$ cat src/rbpf_defines.vh
// Purpose: constants for the receive buffer packet filter
// Assumes: byte addresses on a 32-bit classic Wishbone bus
// Notes: definitions only
`ifndef RBPF_DEFINES_VH
`define RBPF_DEFINES_VH

// ============================================================
// register offsets (byte addresses)
`define RBPF_OFS_STRIP 12'h350
`define RBPF_OFS_ACCEPT 12'h354
`define RBPF_OFS_MODE 12'h3F0
`define RBPF_OFS_STATUS 12'h3F4

// ============================================================
// strip config fields
`define RBPF_STRIP_INVERT 8
`define RBPF_STRIP_ACKDEF 5
`define RBPF_STRIP_TOKEN 4
`define RBPF_STRIP_DROP_HI 3
`define RBPF_STRIP_DROP_LO 0
`define RBPF_STRIP_WMASK 32'h0000013F
`define RBPF_STRIP_RST_BASE 32'h00000020
`define RBPF_STRIP_RST_TOKEN 32'h00000010

// ============================================================
// accept config fields
`define RBPF_ACC_PHY 10
`define RBPF_ACC_SELFID 9
`define RBPF_ACC_BCAST 8
`define RBPF_ACC_ANY 7
`define RBPF_ACC_INIT_LO 6
`define RBPF_ACC_INIT_HI 5
`define RBPF_ACC_PRIVATE 4
`define RBPF_ACC_CSR 3
`define RBPF_ACC_SPACE_SERIAL_BUS 2
`define RBPF_ACC_WMASK 32'h000007FC
`define RBPF_ACC_RST_BASE 32'h00000080
`define RBPF_ACC_RST_GENERAL 32'h00000700

// ============================================================
// mode register
`define RBPF_MODE_ISO 0
`define RBPF_MODE_WMASK 32'h00000001
`define RBPF_MODE_RST 32'h00000000

// ============================================================
// acknowledge codes and broadcast id
`define RBPF_ACK_COMPLETE 4'h1
`define RBPF_ACK_PENDING 4'h2
`define RBPF_BCAST_BUS 10'h3FF
`define RBPF_TOKEN_TAG 8'hA5

// ============================================================
// destination offset spaces
`define RBPF_INIT_LO_END 48'h7FFFEFFFFFFF
`define RBPF_INIT_HI_BEG 48'h7FFFF0000000
`define RBPF_INIT_END 48'hFFFFDFFFFFFF
`define RBPF_PRIV_BEG 48'hFFFFE0000000
`define RBPF_PRIV_END 48'hFFFFEFFFFFFF
`define RBPF_CSR_BEG 48'hFFFFF0000000
`define RBPF_CSR_END 48'hFFFFF00001FF
`define RBPF_SBUS_BEG 48'hFFFFF0000200
`define RBPF_SBUS_END 48'hFFFFF00003FF

`endif

$ cat src/rbpf_quad_keep.v
// Purpose: decide whether one received quadlet is stored
// Assumes: index saturates at 4 past the four header quadlets
// Notes: drop bit 3 covers the first quadlet, bit 0 the fourth
`timescale 1ns/10ps
`default_nettype none

module rbpf_quad_keep
(
  input wire [2:0] idx_i,
  input wire [3:0] drop_i,
  input wire invert_i,
  output reg keep_o
);

  // ============================================================
  // selection
  always @*
  begin
    case (idx_i)
      3'h0: keep_o = drop_i[3] ~^ invert_i;
      3'h1: keep_o = drop_i[2] ~^ invert_i;
      3'h2: keep_o = drop_i[1] ~^ invert_i;
      3'h3: keep_o = drop_i[0] ~^ invert_i;
      default: keep_o = ~invert_i;
    endcase
  end

endmodule

`default_nettype wire

$ cat src/rbpf_top.v
// Purpose: per-buffer receive packet filter with header stripping and token insertion
// Assumes: receiver presents header fields with the first quadlet of each packet
// Notes: at least one idle cycle must follow each last quadlet
//
// Implementation choice: register access over Wishbone.
`timescale 1ns/10ps
`default_nettype none
`include "rbpf_defines.vh"

// Notes on behaviour
// - invert set: store only strip-marked header quadlets
// - invert never changes token insertion
// - write acks pending when deferred, else complete
// - token enable appends one token per accepted packet
// - no token for self-ID or PHY packets
// - token enable resets 1 on buffers five, six
// - strip bits drop quadlets one to four
// - PHY packets accepted when bit set
// - self-ID accepted during self-ID phase when set
// - broadcast bit: only destination bus 3FFh accepted
// - accept-any takes every asynchronous offset
// - bits 6,5: initial memory lower, upper half
// - bits 4,3,2: private, CSR, serial bus
// - space bits ignored under accept-any or isochronous
// - reserved bits read zero, ignore writes
module rbpf_top
#(
  parameter BUF_INDEX = 0,
  parameter GENERAL_BUFFER = 0
)
(
  input wire clk_i,
  input wire rst_i,
  input wire wb_cyc_i,
  input wire wb_stb_i,
  input wire wb_we_i,
  input wire [11:0] wb_adr_i,
  input wire [3:0] wb_sel_i,
  input wire [31:0] wb_dat_i,
  output reg [31:0] wb_dat_o,
  output reg wb_ack_o,
  input wire rx_valid_i,
  input wire [31:0] rx_data_i,
  input wire rx_sop_i,
  input wire rx_eop_i,
  input wire rx_phy_i,
  input wire rx_selfid_i,
  input wire rx_selfid_phase_i,
  input wire rx_async_i,
  input wire rx_write_req_i,
  input wire [15:0] rx_dest_id_i,
  input wire [47:0] rx_dest_offset_i,
  output reg buf_valid_o,
  output reg [31:0] buf_data_o,
  output reg buf_token_o,
  output reg buf_end_o,
  output reg ack_valid_o,
  output reg [3:0] ack_code_o
);

  localparam [31:0] STRIP_RST = `RBPF_STRIP_RST_BASE |
    (((BUF_INDEX == 5) || (BUF_INDEX == 6)) ? `RBPF_STRIP_RST_TOKEN : 32'h00000000);
  localparam [31:0] ACCEPT_RST = `RBPF_ACC_RST_BASE |
    ((GENERAL_BUFFER != 0) ? `RBPF_ACC_RST_GENERAL : 32'h00000000);

  // ============================================================
  // register bus
  reg [31:0] strip_cfg_reg;
  reg [31:0] accept_cfg_reg;
  reg [31:0] mode_reg;
  reg [15:0] acc_cnt_reg;
  reg [15:0] rej_cnt_reg;
  reg [31:0] lane_mask;
  reg [31:0] rd_data;
  wire wb_req;
  wire wb_wr;

  assign wb_req = wb_cyc_i & wb_stb_i & ~wb_ack_o;
  assign wb_wr = wb_req & wb_we_i;

  always @*
  begin
    lane_mask = {{8{wb_sel_i[3]}}, {8{wb_sel_i[2]}}, {8{wb_sel_i[1]}}, {8{wb_sel_i[0]}}};
    case (wb_adr_i)
      `RBPF_OFS_STRIP: rd_data = strip_cfg_reg;
      `RBPF_OFS_ACCEPT: rd_data = accept_cfg_reg;
      `RBPF_OFS_MODE: rd_data = mode_reg;
      `RBPF_OFS_STATUS: rd_data = {rej_cnt_reg, acc_cnt_reg};
      default: rd_data = 32'h00000000;
    endcase
  end

  always @(posedge clk_i)
  begin
    if (rst_i)
    begin
      wb_ack_o <= 1'b0;
      wb_dat_o <= 32'h00000000;
      strip_cfg_reg <= STRIP_RST;
      accept_cfg_reg <= ACCEPT_RST;
      mode_reg <= `RBPF_MODE_RST;
    end
    else
    begin
      wb_ack_o <= wb_req;
      wb_dat_o <= (wb_req & ~wb_we_i) ? rd_data : 32'h00000000;
      if (wb_wr && (wb_adr_i == `RBPF_OFS_STRIP))
      begin
        // only writable fields change; reserved stay zero
        strip_cfg_reg <= (strip_cfg_reg & ~(lane_mask & `RBPF_STRIP_WMASK)) |
          (wb_dat_i & lane_mask & `RBPF_STRIP_WMASK);
      end
      if (wb_wr && (wb_adr_i == `RBPF_OFS_ACCEPT))
      begin
        accept_cfg_reg <= (accept_cfg_reg & ~(lane_mask & `RBPF_ACC_WMASK)) |
          (wb_dat_i & lane_mask & `RBPF_ACC_WMASK);
      end
      if (wb_wr && (wb_adr_i == `RBPF_OFS_MODE))
      begin
        mode_reg <= (mode_reg & ~(lane_mask & `RBPF_MODE_WMASK)) |
          (wb_dat_i & lane_mask & `RBPF_MODE_WMASK);
      end
    end
  end

  // ============================================================
  // acceptance decision on the first quadlet
  wire iso_mode;
  wire [47:0] off;
  reg in_space;
  reg async_ok;
  reg accept_now;

  assign iso_mode = mode_reg[`RBPF_MODE_ISO];
  assign off = rx_dest_offset_i;

  always @*
  begin
    in_space = 1'b0;
    if (accept_cfg_reg[`RBPF_ACC_INIT_LO] && (off <= `RBPF_INIT_LO_END))
      in_space = 1'b1;
    if (accept_cfg_reg[`RBPF_ACC_INIT_HI] && (off >= `RBPF_INIT_HI_BEG) &&
        (off <= `RBPF_INIT_END))
      in_space = 1'b1;
    if (accept_cfg_reg[`RBPF_ACC_PRIVATE] && (off >= `RBPF_PRIV_BEG) &&
        (off <= `RBPF_PRIV_END))
      in_space = 1'b1;
    if (accept_cfg_reg[`RBPF_ACC_CSR] && (off >= `RBPF_CSR_BEG) &&
        (off <= `RBPF_CSR_END))
      in_space = 1'b1;
    if (accept_cfg_reg[`RBPF_ACC_SPACE_SERIAL_BUS] && (off >= `RBPF_SBUS_BEG) &&
        (off <= `RBPF_SBUS_END))
      in_space = 1'b1;
    async_ok = ~iso_mode &
      (~accept_cfg_reg[`RBPF_ACC_BCAST] || (rx_dest_id_i[15:6] == `RBPF_BCAST_BUS)) &
      (accept_cfg_reg[`RBPF_ACC_ANY] | in_space);
    if (rx_selfid_i)
      accept_now = accept_cfg_reg[`RBPF_ACC_SELFID] & rx_selfid_phase_i;
    else if (rx_phy_i)
      accept_now = accept_cfg_reg[`RBPF_ACC_PHY];
    else if (rx_async_i)
      accept_now = async_ok;
    else
      accept_now = iso_mode;
  end

  // ============================================================
  // quadlet path
  reg acc_pkt_reg;
  reg tok_pkt_reg;
  reg [2:0] idx_reg;
  reg [15:0] qcnt_reg;
  reg [3:0] pkt_ack_reg;
  reg tok_slot_reg;
  reg end_slot_reg;
  reg [31:0] tok_word_reg;
  wire cur_acc;
  wire cur_tok;
  wire [2:0] cur_idx;
  wire [15:0] cur_qcnt;
  wire [3:0] cur_ack;
  wire keep;
  wire store;
  wire [3:0] new_ack;

  assign new_ack = strip_cfg_reg[`RBPF_STRIP_ACKDEF] ? `RBPF_ACK_PENDING :
    `RBPF_ACK_COMPLETE;
  assign cur_acc = rx_sop_i ? accept_now : acc_pkt_reg;
  // invert mode is deliberately absent from the token decision
  assign cur_tok = rx_sop_i ? (strip_cfg_reg[`RBPF_STRIP_TOKEN] & ~rx_phy_i & ~rx_selfid_i) :
    tok_pkt_reg;
  assign cur_idx = rx_sop_i ? 3'h0 : idx_reg;
  assign cur_ack = rx_sop_i ? new_ack : pkt_ack_reg;
  assign store = rx_valid_i & cur_acc & keep;
  assign cur_qcnt = (rx_sop_i ? 16'h0000 : qcnt_reg) + {15'h0000, store};

  rbpf_quad_keep u_keep
  (
    .idx_i(cur_idx),
    .drop_i(strip_cfg_reg[`RBPF_STRIP_DROP_HI:`RBPF_STRIP_DROP_LO]),
    .invert_i(strip_cfg_reg[`RBPF_STRIP_INVERT]),
    .keep_o(keep)
  );

  always @(posedge clk_i)
  begin
    if (rst_i)
    begin
      acc_pkt_reg <= 1'b0;
      tok_pkt_reg <= 1'b0;
      idx_reg <= 3'h0;
      qcnt_reg <= 16'h0000;
      pkt_ack_reg <= `RBPF_ACK_COMPLETE;
      tok_slot_reg <= 1'b0;
      end_slot_reg <= 1'b0;
      tok_word_reg <= 32'h00000000;
      buf_valid_o <= 1'b0;
      buf_data_o <= 32'h00000000;
      buf_token_o <= 1'b0;
      buf_end_o <= 1'b0;
      ack_valid_o <= 1'b0;
      ack_code_o <= `RBPF_ACK_COMPLETE;
      acc_cnt_reg <= 16'h0000;
      rej_cnt_reg <= 16'h0000;
    end
    else
    begin
      if (rx_valid_i)
      begin
        acc_pkt_reg <= cur_acc & ~rx_eop_i;
        tok_pkt_reg <= cur_tok;
        idx_reg <= (cur_idx == 3'h4) ? 3'h4 : cur_idx + 3'h1;
        qcnt_reg <= cur_qcnt;
        pkt_ack_reg <= cur_ack;
      end
      tok_slot_reg <= rx_valid_i & rx_eop_i & cur_acc & cur_tok;
      end_slot_reg <= rx_valid_i & rx_eop_i & cur_acc;
      tok_word_reg <= {`RBPF_TOKEN_TAG, 4'h0, cur_ack, cur_qcnt};
      // token takes the slot after the last quadlet
      buf_valid_o <= tok_slot_reg | store;
      buf_data_o <= tok_slot_reg ? tok_word_reg : rx_data_i;
      buf_token_o <= tok_slot_reg;
      buf_end_o <= end_slot_reg;
      ack_valid_o <= rx_valid_i & rx_sop_i & accept_now & rx_async_i & rx_write_req_i;
      ack_code_o <= (rx_valid_i & rx_sop_i) ? new_ack : ack_code_o;
      if (rx_valid_i && rx_sop_i && accept_now)
        acc_cnt_reg <= acc_cnt_reg + 16'h0001;
      if (rx_valid_i && rx_sop_i && !accept_now)
        rej_cnt_reg <= rej_cnt_reg + 16'h0001;
    end
  end

endmodule

`default_nettype wire

$ cat config.mk
export PLATFORM = sky130hd
export DESIGN_NAME = rbpf_top
export DESIGN_NICKNAME = d
export VERILOG_FILES = /design/src/rbpf_quad_keep.v /design/src/rbpf_top.v
export VERILOG_INCLUDE_DIRS = /design/src
export SDC_FILE = /design/constraint.sdc
export NUM_CORES = 1
export LEC_CHECK = 0
export ABC_AREA = 1
export BUFFER_PORTS_ARGS = -buffer_cell sky130_fd_sc_hd__clkbuf_2
export CAP_MARGIN = 10
export CORE_AREA = 8 8 160 162
export CTS_BUF_LIST = sky130_fd_sc_hd__clkbuf_8
export DETAILED_ROUTE_END_ITERATION = 8
export DIE_AREA = 0 0 168 170
export PLACE_DENSITY = 0.63
export SETUP_SLACK_MARGIN = 0.5
export SLEW_MARGIN = 10
export SYNTH_ARGS = -nofsm -noshare
export SYNTH_HDL_FRONTEND = slang
export SYNTH_SLANG_ARGS = --single-unit
$ cat constraint.sdc
create_clock -name clk_i -period 4.7 [get_ports clk_i]
set_input_delay 0.235 -clock clk_i [delete_from_list [all_inputs] [get_ports clk_i]]
set_output_delay 0.235 -clock clk_i [all_outputs]
set_load 0.02 [all_outputs]
Word level (Yosys, flattened, before mapping)
Cells that the tools add are included.
{"block": "totals", "register_bits": 260, "input_bits": 157, "out_inout_bits": 73, "wordCells": 126}
{"block": "op_classes", "add_sub_neg": 4, "magnitude_cmp": 9, "n_eq_ne": 9, "muxes": 19, "bitwise": 44, "n_reduce_logical": 19}
{"cell": "$le A48 B48 Y1 const B", "n": 4}
{"cell": "$ge A48 B48 Y1 const B", "n": 3}
{"cell": "$pmux W32 S4", "n": 1}
{"cell": "$and A32 B32 Y32", "n": 3}
{"cell": "$mux W32", "n": 2}
{"cell": "$eq A12 B10 Y1 const B", "n": 4}
{"cell": "$ge A48 B47 Y1 const B", "n": 1}
{"cell": "$le A48 B47 Y1 const B", "n": 1}
{"cell": "$add A16 B1 Y16 const B", "n": 2}
{"cell": "$not A1 Y32", "n": 1}
{"cell": "$not A11 Y32", "n": 1}
{"cell": "$not A9 Y32", "n": 1}
{"cell": "$or A32 B1 Y32", "n": 1}
{"cell": "$or A32 B11 Y32", "n": 1}
{"cell": "$or A32 B9 Y32", "n": 1}
{"cell": "$and A1 B1 Y1", "n": 19}
{"cell": "$add A16 B1 Y16", "n": 1}
{"cell": "$mux W16", "n": 1}
{"cell": "$logic_and A1 B1 Y1", "n": 15}
{"cell": "$and A11 B11 Y11", "n": 1}
{"cell": "$eq A10 B10 Y1 const B", "n": 1}
{"cell": "$mux W1", "n": 10}
{"cell": "$not A1 Y1", "n": 9}
{"cell": "$eq A3 B2 Y1 const B", "n": 2}
{"cell": "13 further kinds", "n": 18}

Longest topological paths before layout
{"block": "depth", "depth_word": 17, "depth_mapped": 29, "depth_no_buf": 28}

Hierarchy
A second synthesis with hierarchy kept.
{"block": "hier_totals", "cells_unflattened": 950, "hier_area_um2": 7199.4}
{"mod": "rbpf_top", "instances": 1, "cells_each": 930, "area_each_um2": 7120.6, "seq_area_each_um2": 3363.2}
{"mod": "rbpf_quad_keep", "instances": 1, "cells_each": 20, "area_each_um2": 78.8, "seq_area_each_um2": 0.0}

Worst setup path before layout
No wires, ideal clock.
{"block": "synth_timing", "path_kind": "input to register", "start": "in rx_sop_i", "end": "reg qcnt_reg[12]", "setup_ns": 0.115, "arrival_time_ns": 3.167, "t_required_ns": 4.585, "slack_ns": 1.417, "stages": 23, "n_path_buf": 2, "cell_sequence": "buf_6 clkbuf_1 nor2_1 ha_1 ha_1 nor4_1 o21ai_0 xor2_1 a21oi_1 ha_1 ha_1 nand2_1 nor2_2 nand3_2 nor2_2 nand2_2 nor3_4 nand3_1 xor2_1 inv_1 nor2_1 o22ai_1 inv_1"}
{"block": "synth_via", "elab_chain_len": 5, "word_cells_on_any_way": 11, "classes_between": "add/sub: 1; eq/ne: 3; mux: 4; bitwise: 2; reduce/logical: 1"}
{"element": "start: declaration", "line_no": "rbpf_top.v:44", "text": "input wire rx_sop_i,"}
{"element": "$mux W3", "line_no": "rbpf_top.v:192", "text": "assign cur_idx = rx_sop_i ? 3'h0 : idx_reg;"}
{"element": "$eq A3 B2 Y1, or another cell as far along", "line_no": "rbpf_quad_keep.v:19", "text": "case (idx_i)"}
{"element": "$pmux W1 S4", "line_no": "rbpf_quad_keep.v:19"}
{"element": "$and A1 B1 Y1", "line_no": "rbpf_top.v:194", "text": "assign store = rx_valid_i & cur_acc & keep;"}
{"element": "$add A16 B1 Y16 (*)", "line_no": "rbpf_top.v:195", "text": "assign cur_qcnt = (rx_sop_i ? 16'h0000 : qcnt_reg) + {15'h0000, store};"}
{"element": "end signal: assignment", "line_no": "rbpf_top.v:233", "text": "qcnt_reg <= cur_qcnt;"}
{"element": "end: declaration", "line_no": "rbpf_top.v:172", "text": "reg [15:0] qcnt_reg;"}
Mark *: on every way between the ends. The rest lies on a longest branch, timed or not.
A chain may end at the register's enable or synchronous reset.

Worst setup path after layout
{"block": "layout_timing", "start": "reg idx_reg[0]", "end": "reg tok_word_reg[14]"}
{"block": "layout_via", "elab_chain_len": 5, "word_cells_on_any_way": 8, "classes_between": "add/sub: 1; eq/ne: 3; mux: 2; bitwise: 1; reduce/logical: 1"}
{"element": "start: declaration", "line_no": "rbpf_top.v:171", "text": "reg [2:0] idx_reg;"}
{"element": "start signal: assignment", "line_no": "rbpf_top.v:232", "text": "idx_reg <= (cur_idx == 3'h4) ? 3'h4 : cur_idx + 3'h1;"}
{"element": "$mux W3 (*)", "line_no": "rbpf_top.v:192"}
{"element": "$eq A3 B2 Y1, or another cell as far along", "line_no": "rbpf_quad_keep.v:19"}
{"element": "$pmux W1 S4 (*)", "line_no": "rbpf_quad_keep.v:19"}
{"element": "$and A1 B1 Y1 (*)", "line_no": "rbpf_top.v:194"}
{"element": "$add A16 B1 Y16 (*)", "line_no": "rbpf_top.v:195"}
{"element": "end signal: assignment", "line_no": "rbpf_top.v:238", "text": "tok_word_reg <= {`RBPF_TOKEN_TAG, 4'h0, cur_ack, cur_qcnt};"}
{"element": "end: declaration", "line_no": "rbpf_top.v:176", "text": "reg [31:0] tok_word_reg;"}
Marked as above.

==> out/metrics.yaml <==
status: "finished, final reports clean"
preCtsSetupSlack_ns: 0.894
n_antenna_cell: 0
postRouteAntennaNets: 0
clk-insertion-delay-late_ns: 0.47
clk_pin_slew_ns: 0.10
finalCritPeriodShare_pct: 75.2
crit_path_end_kind: "flip-flop"
overflow: 0
grt_max_degree: 58
synth_ff_type: "dfxtp_1"
syn_area_um2: 7250
wl_per_cell_um: 13.7
dpl_cell_area_um2: 8430
avgSynthCellArea_um2: 7.68
power.total_mw: 2.75
fillCellCount: 2387
port_buffers: 189
cts_tree: "done"
maxSlewViolCount: 0
final_area_um2: 9240
tightest_slew_ns: 0.789
postCtsSetupRepairBufs: 0
start_util_pct: 31.5
max_cap_viol_count: 0
first_iter_violations: 433
placementRows: 56
die_y_um: 170
fin_nets: 1331
num_io_pins: 230
drc: 0
clock-root-buffer: "clkbuf_8"
clock-sinks: 168
place.detailed.instances: 1394
yosysTopAreaCell: "dfxtp_1"
synthTopCellsByArea: "dfxtp_1 46%, nand2_1 8.6%, inv_1 5.8%"
total_leakage_power_nw: 4.05
ys_seq_area_share_pct: 46.4
synth-seq-cells: 168
hold_path_class: "in -> reg"
antenna_found_initial: 0
synth_top_cell_area_share_pct: 46.4
cp-start-kind: "flip-flop"
drive_gt1_share_pct: 23.9
timing.hold.ws_ns: 0.0410
num_vias: 6793
crit_type: "reg -> reg"
grt_pass1_wl_mm: 33.1
hold_buffers: 41
clock_skew_ns: 0.0147
gp_congestion: 0.862
cp_max_fo: 3
die-area_um2: 28600
synth_edf_count: 0
core_area_um2: 23100
dp_hpwl_mm: 14.5
die_w_um: 168
instances_no_fill: 1468
track_usage_pct: 14.2
rsz0062_at_grt: "no"
synthDistinctLibCells: 46
area_delta_synth_final_pct: 27.4
hold_viol_final: 0
clk_path_buf_depth: 2
firstDrtPassIters: 7
yosys-top-cells-count: "168 x dfxtp_1, 167 x nand2_1, 113 x inv_1"
required_ns: 5.10
cts_resized: 0
post-route-util_pct: 40.1
routed_wl_mm: 20.1
tns_ns: 0
syn-instance-count: 944
p_per_area_nw_per_um2: 298
max_freq_mhz: 283
setup_slack_ns: 1.17
multi_input_area_um2: 3260
ys_warn_count: 0
critPathArrivalTime_ns: 3.93
viasPerCell: 4.63
htreeDepth: 4
synth_most_common_cell: "dfxtp_1"
async_flop_share_pct: 0
seq_area_um2: 3360
period_needed_ns: 3.53
ir_worst_vdd_mv: 0.186
cts_buffers: 17
maxSlewHeadroom_pct: 47.1
setup_viol: 0
grt_pass1_vias: 6693
worst max-delay path, stage by stage, from the launching register on:
cell	delay, ns
dfxtp_1	0.33
inv_1	0.05
nor2_1	0.19
inv_1	0.12
ha_1	0.21
nor4_1	0.26
o21ai_0	0.14
xor2_1	0.17
a21oi_1	0.24
ha_1	0.22
ha_1	0.18
nand2_1	0.07
nor2_2	0.17
nand3_2	0.11
nor2_2	0.11
nand2_2	0.08
nor3_4	0.14
nand3_1	0.15
nor3_2	0.16
xor2_1	0.21
inv_1	0.06
nor2_1	0.10
logic make-up (layout without fill, tap and decap cells):
kind of cell | Yosys count | count (layout) | synth area share [%]
buffers and inverters | 154 | 387 | 8.78
other | 1 | 2 | 0.0517
and+or+nand+nor | 457 | 457 | 29.5
AOI/OAI and AO/OA | 122 | 122 | 9.76
xor gates and xnor gates | 33 | 33 | 3.98
DFF | 168 | 168 | 46.4
adders and majority gates | 9 | 9 | 1.55
report_power, final:
part | leakage (nW) | internal (mW) | switching, mW
Combinational | 2.48 | 0.105 | 0.147
Sequential | 1.37 | 1.46 | 0.0145
Clock | 0.198 | 0.412 | 0.614
Total | 4.05 | 1.97 | 0.775
cell usage in the layout, fill, tap and decap left out, types with 3 or more instances in the layout:
| cell type | n |
|---|---|
| nor2_2 | 7 |
| nand3_1 | 76 |
| dfxtp_1 | 168 |
| nand2_2 | 16 |
| a211oi_1 | 3 |
| o21ai_0 | 27 |
| inv_8 | 4 |
| nand4_1 | 23 |
| inv_6 | 5 |
| clkbuf_2 | 189 |
| o22ai_1 | 17 |
| a21oi_1 | 52 |
| xor2_1 | 31 |
| nor2_1 | 104 |
| ha_1 | 9 |
| nand2_1 | 167 |
| buf_4 | 8 |
| nor2_4 | 5 |
| inv_1 | 113 |
| nand3_2 | 3 |
| dlygate4sd3_1 | 41 |
| nor3_1 | 39 |
| nor4_1 | 5 |
| a21oi_2 | 10 |
| clkbuf_8 | 18 |
layout make-up:
class / count / share of cell area [%]
clock buffer: 18 / 2.68
clock inverter: 14 / 1.58
inverter: 116 / 4.71
multi-input combinational: 623 / 35.3
sequential: 168 / 36.4
tap: 290 / 3.93
timing repair buffer: 239 / 15.4
metal layers:
metal  wire length (um)  global-route usage [%]  vias up
met5                  0                       0        -
met4                174                    3.80        0
met3               1450                    4.61       16
met2               9260                    23.6      193
met1               9190                    17.4     3082
li1                   -                       -     3502
worst paths after layout:
path / start / endpoint / slack, ns / depth (start not counted)
min reg2reg: tok_word_reg[17] / buf_data_o[17] / 0.42 / 2
max reg2reg: idx_reg[0] / tok_word_reg[14] / 1.17 / 21
min: wb_dat_i[9] / flip-flop / 0.04 / 3
max: idx_reg[0] / tok_word_reg[14] / 1.17 / 21
(Power assumes the default switching activity.)
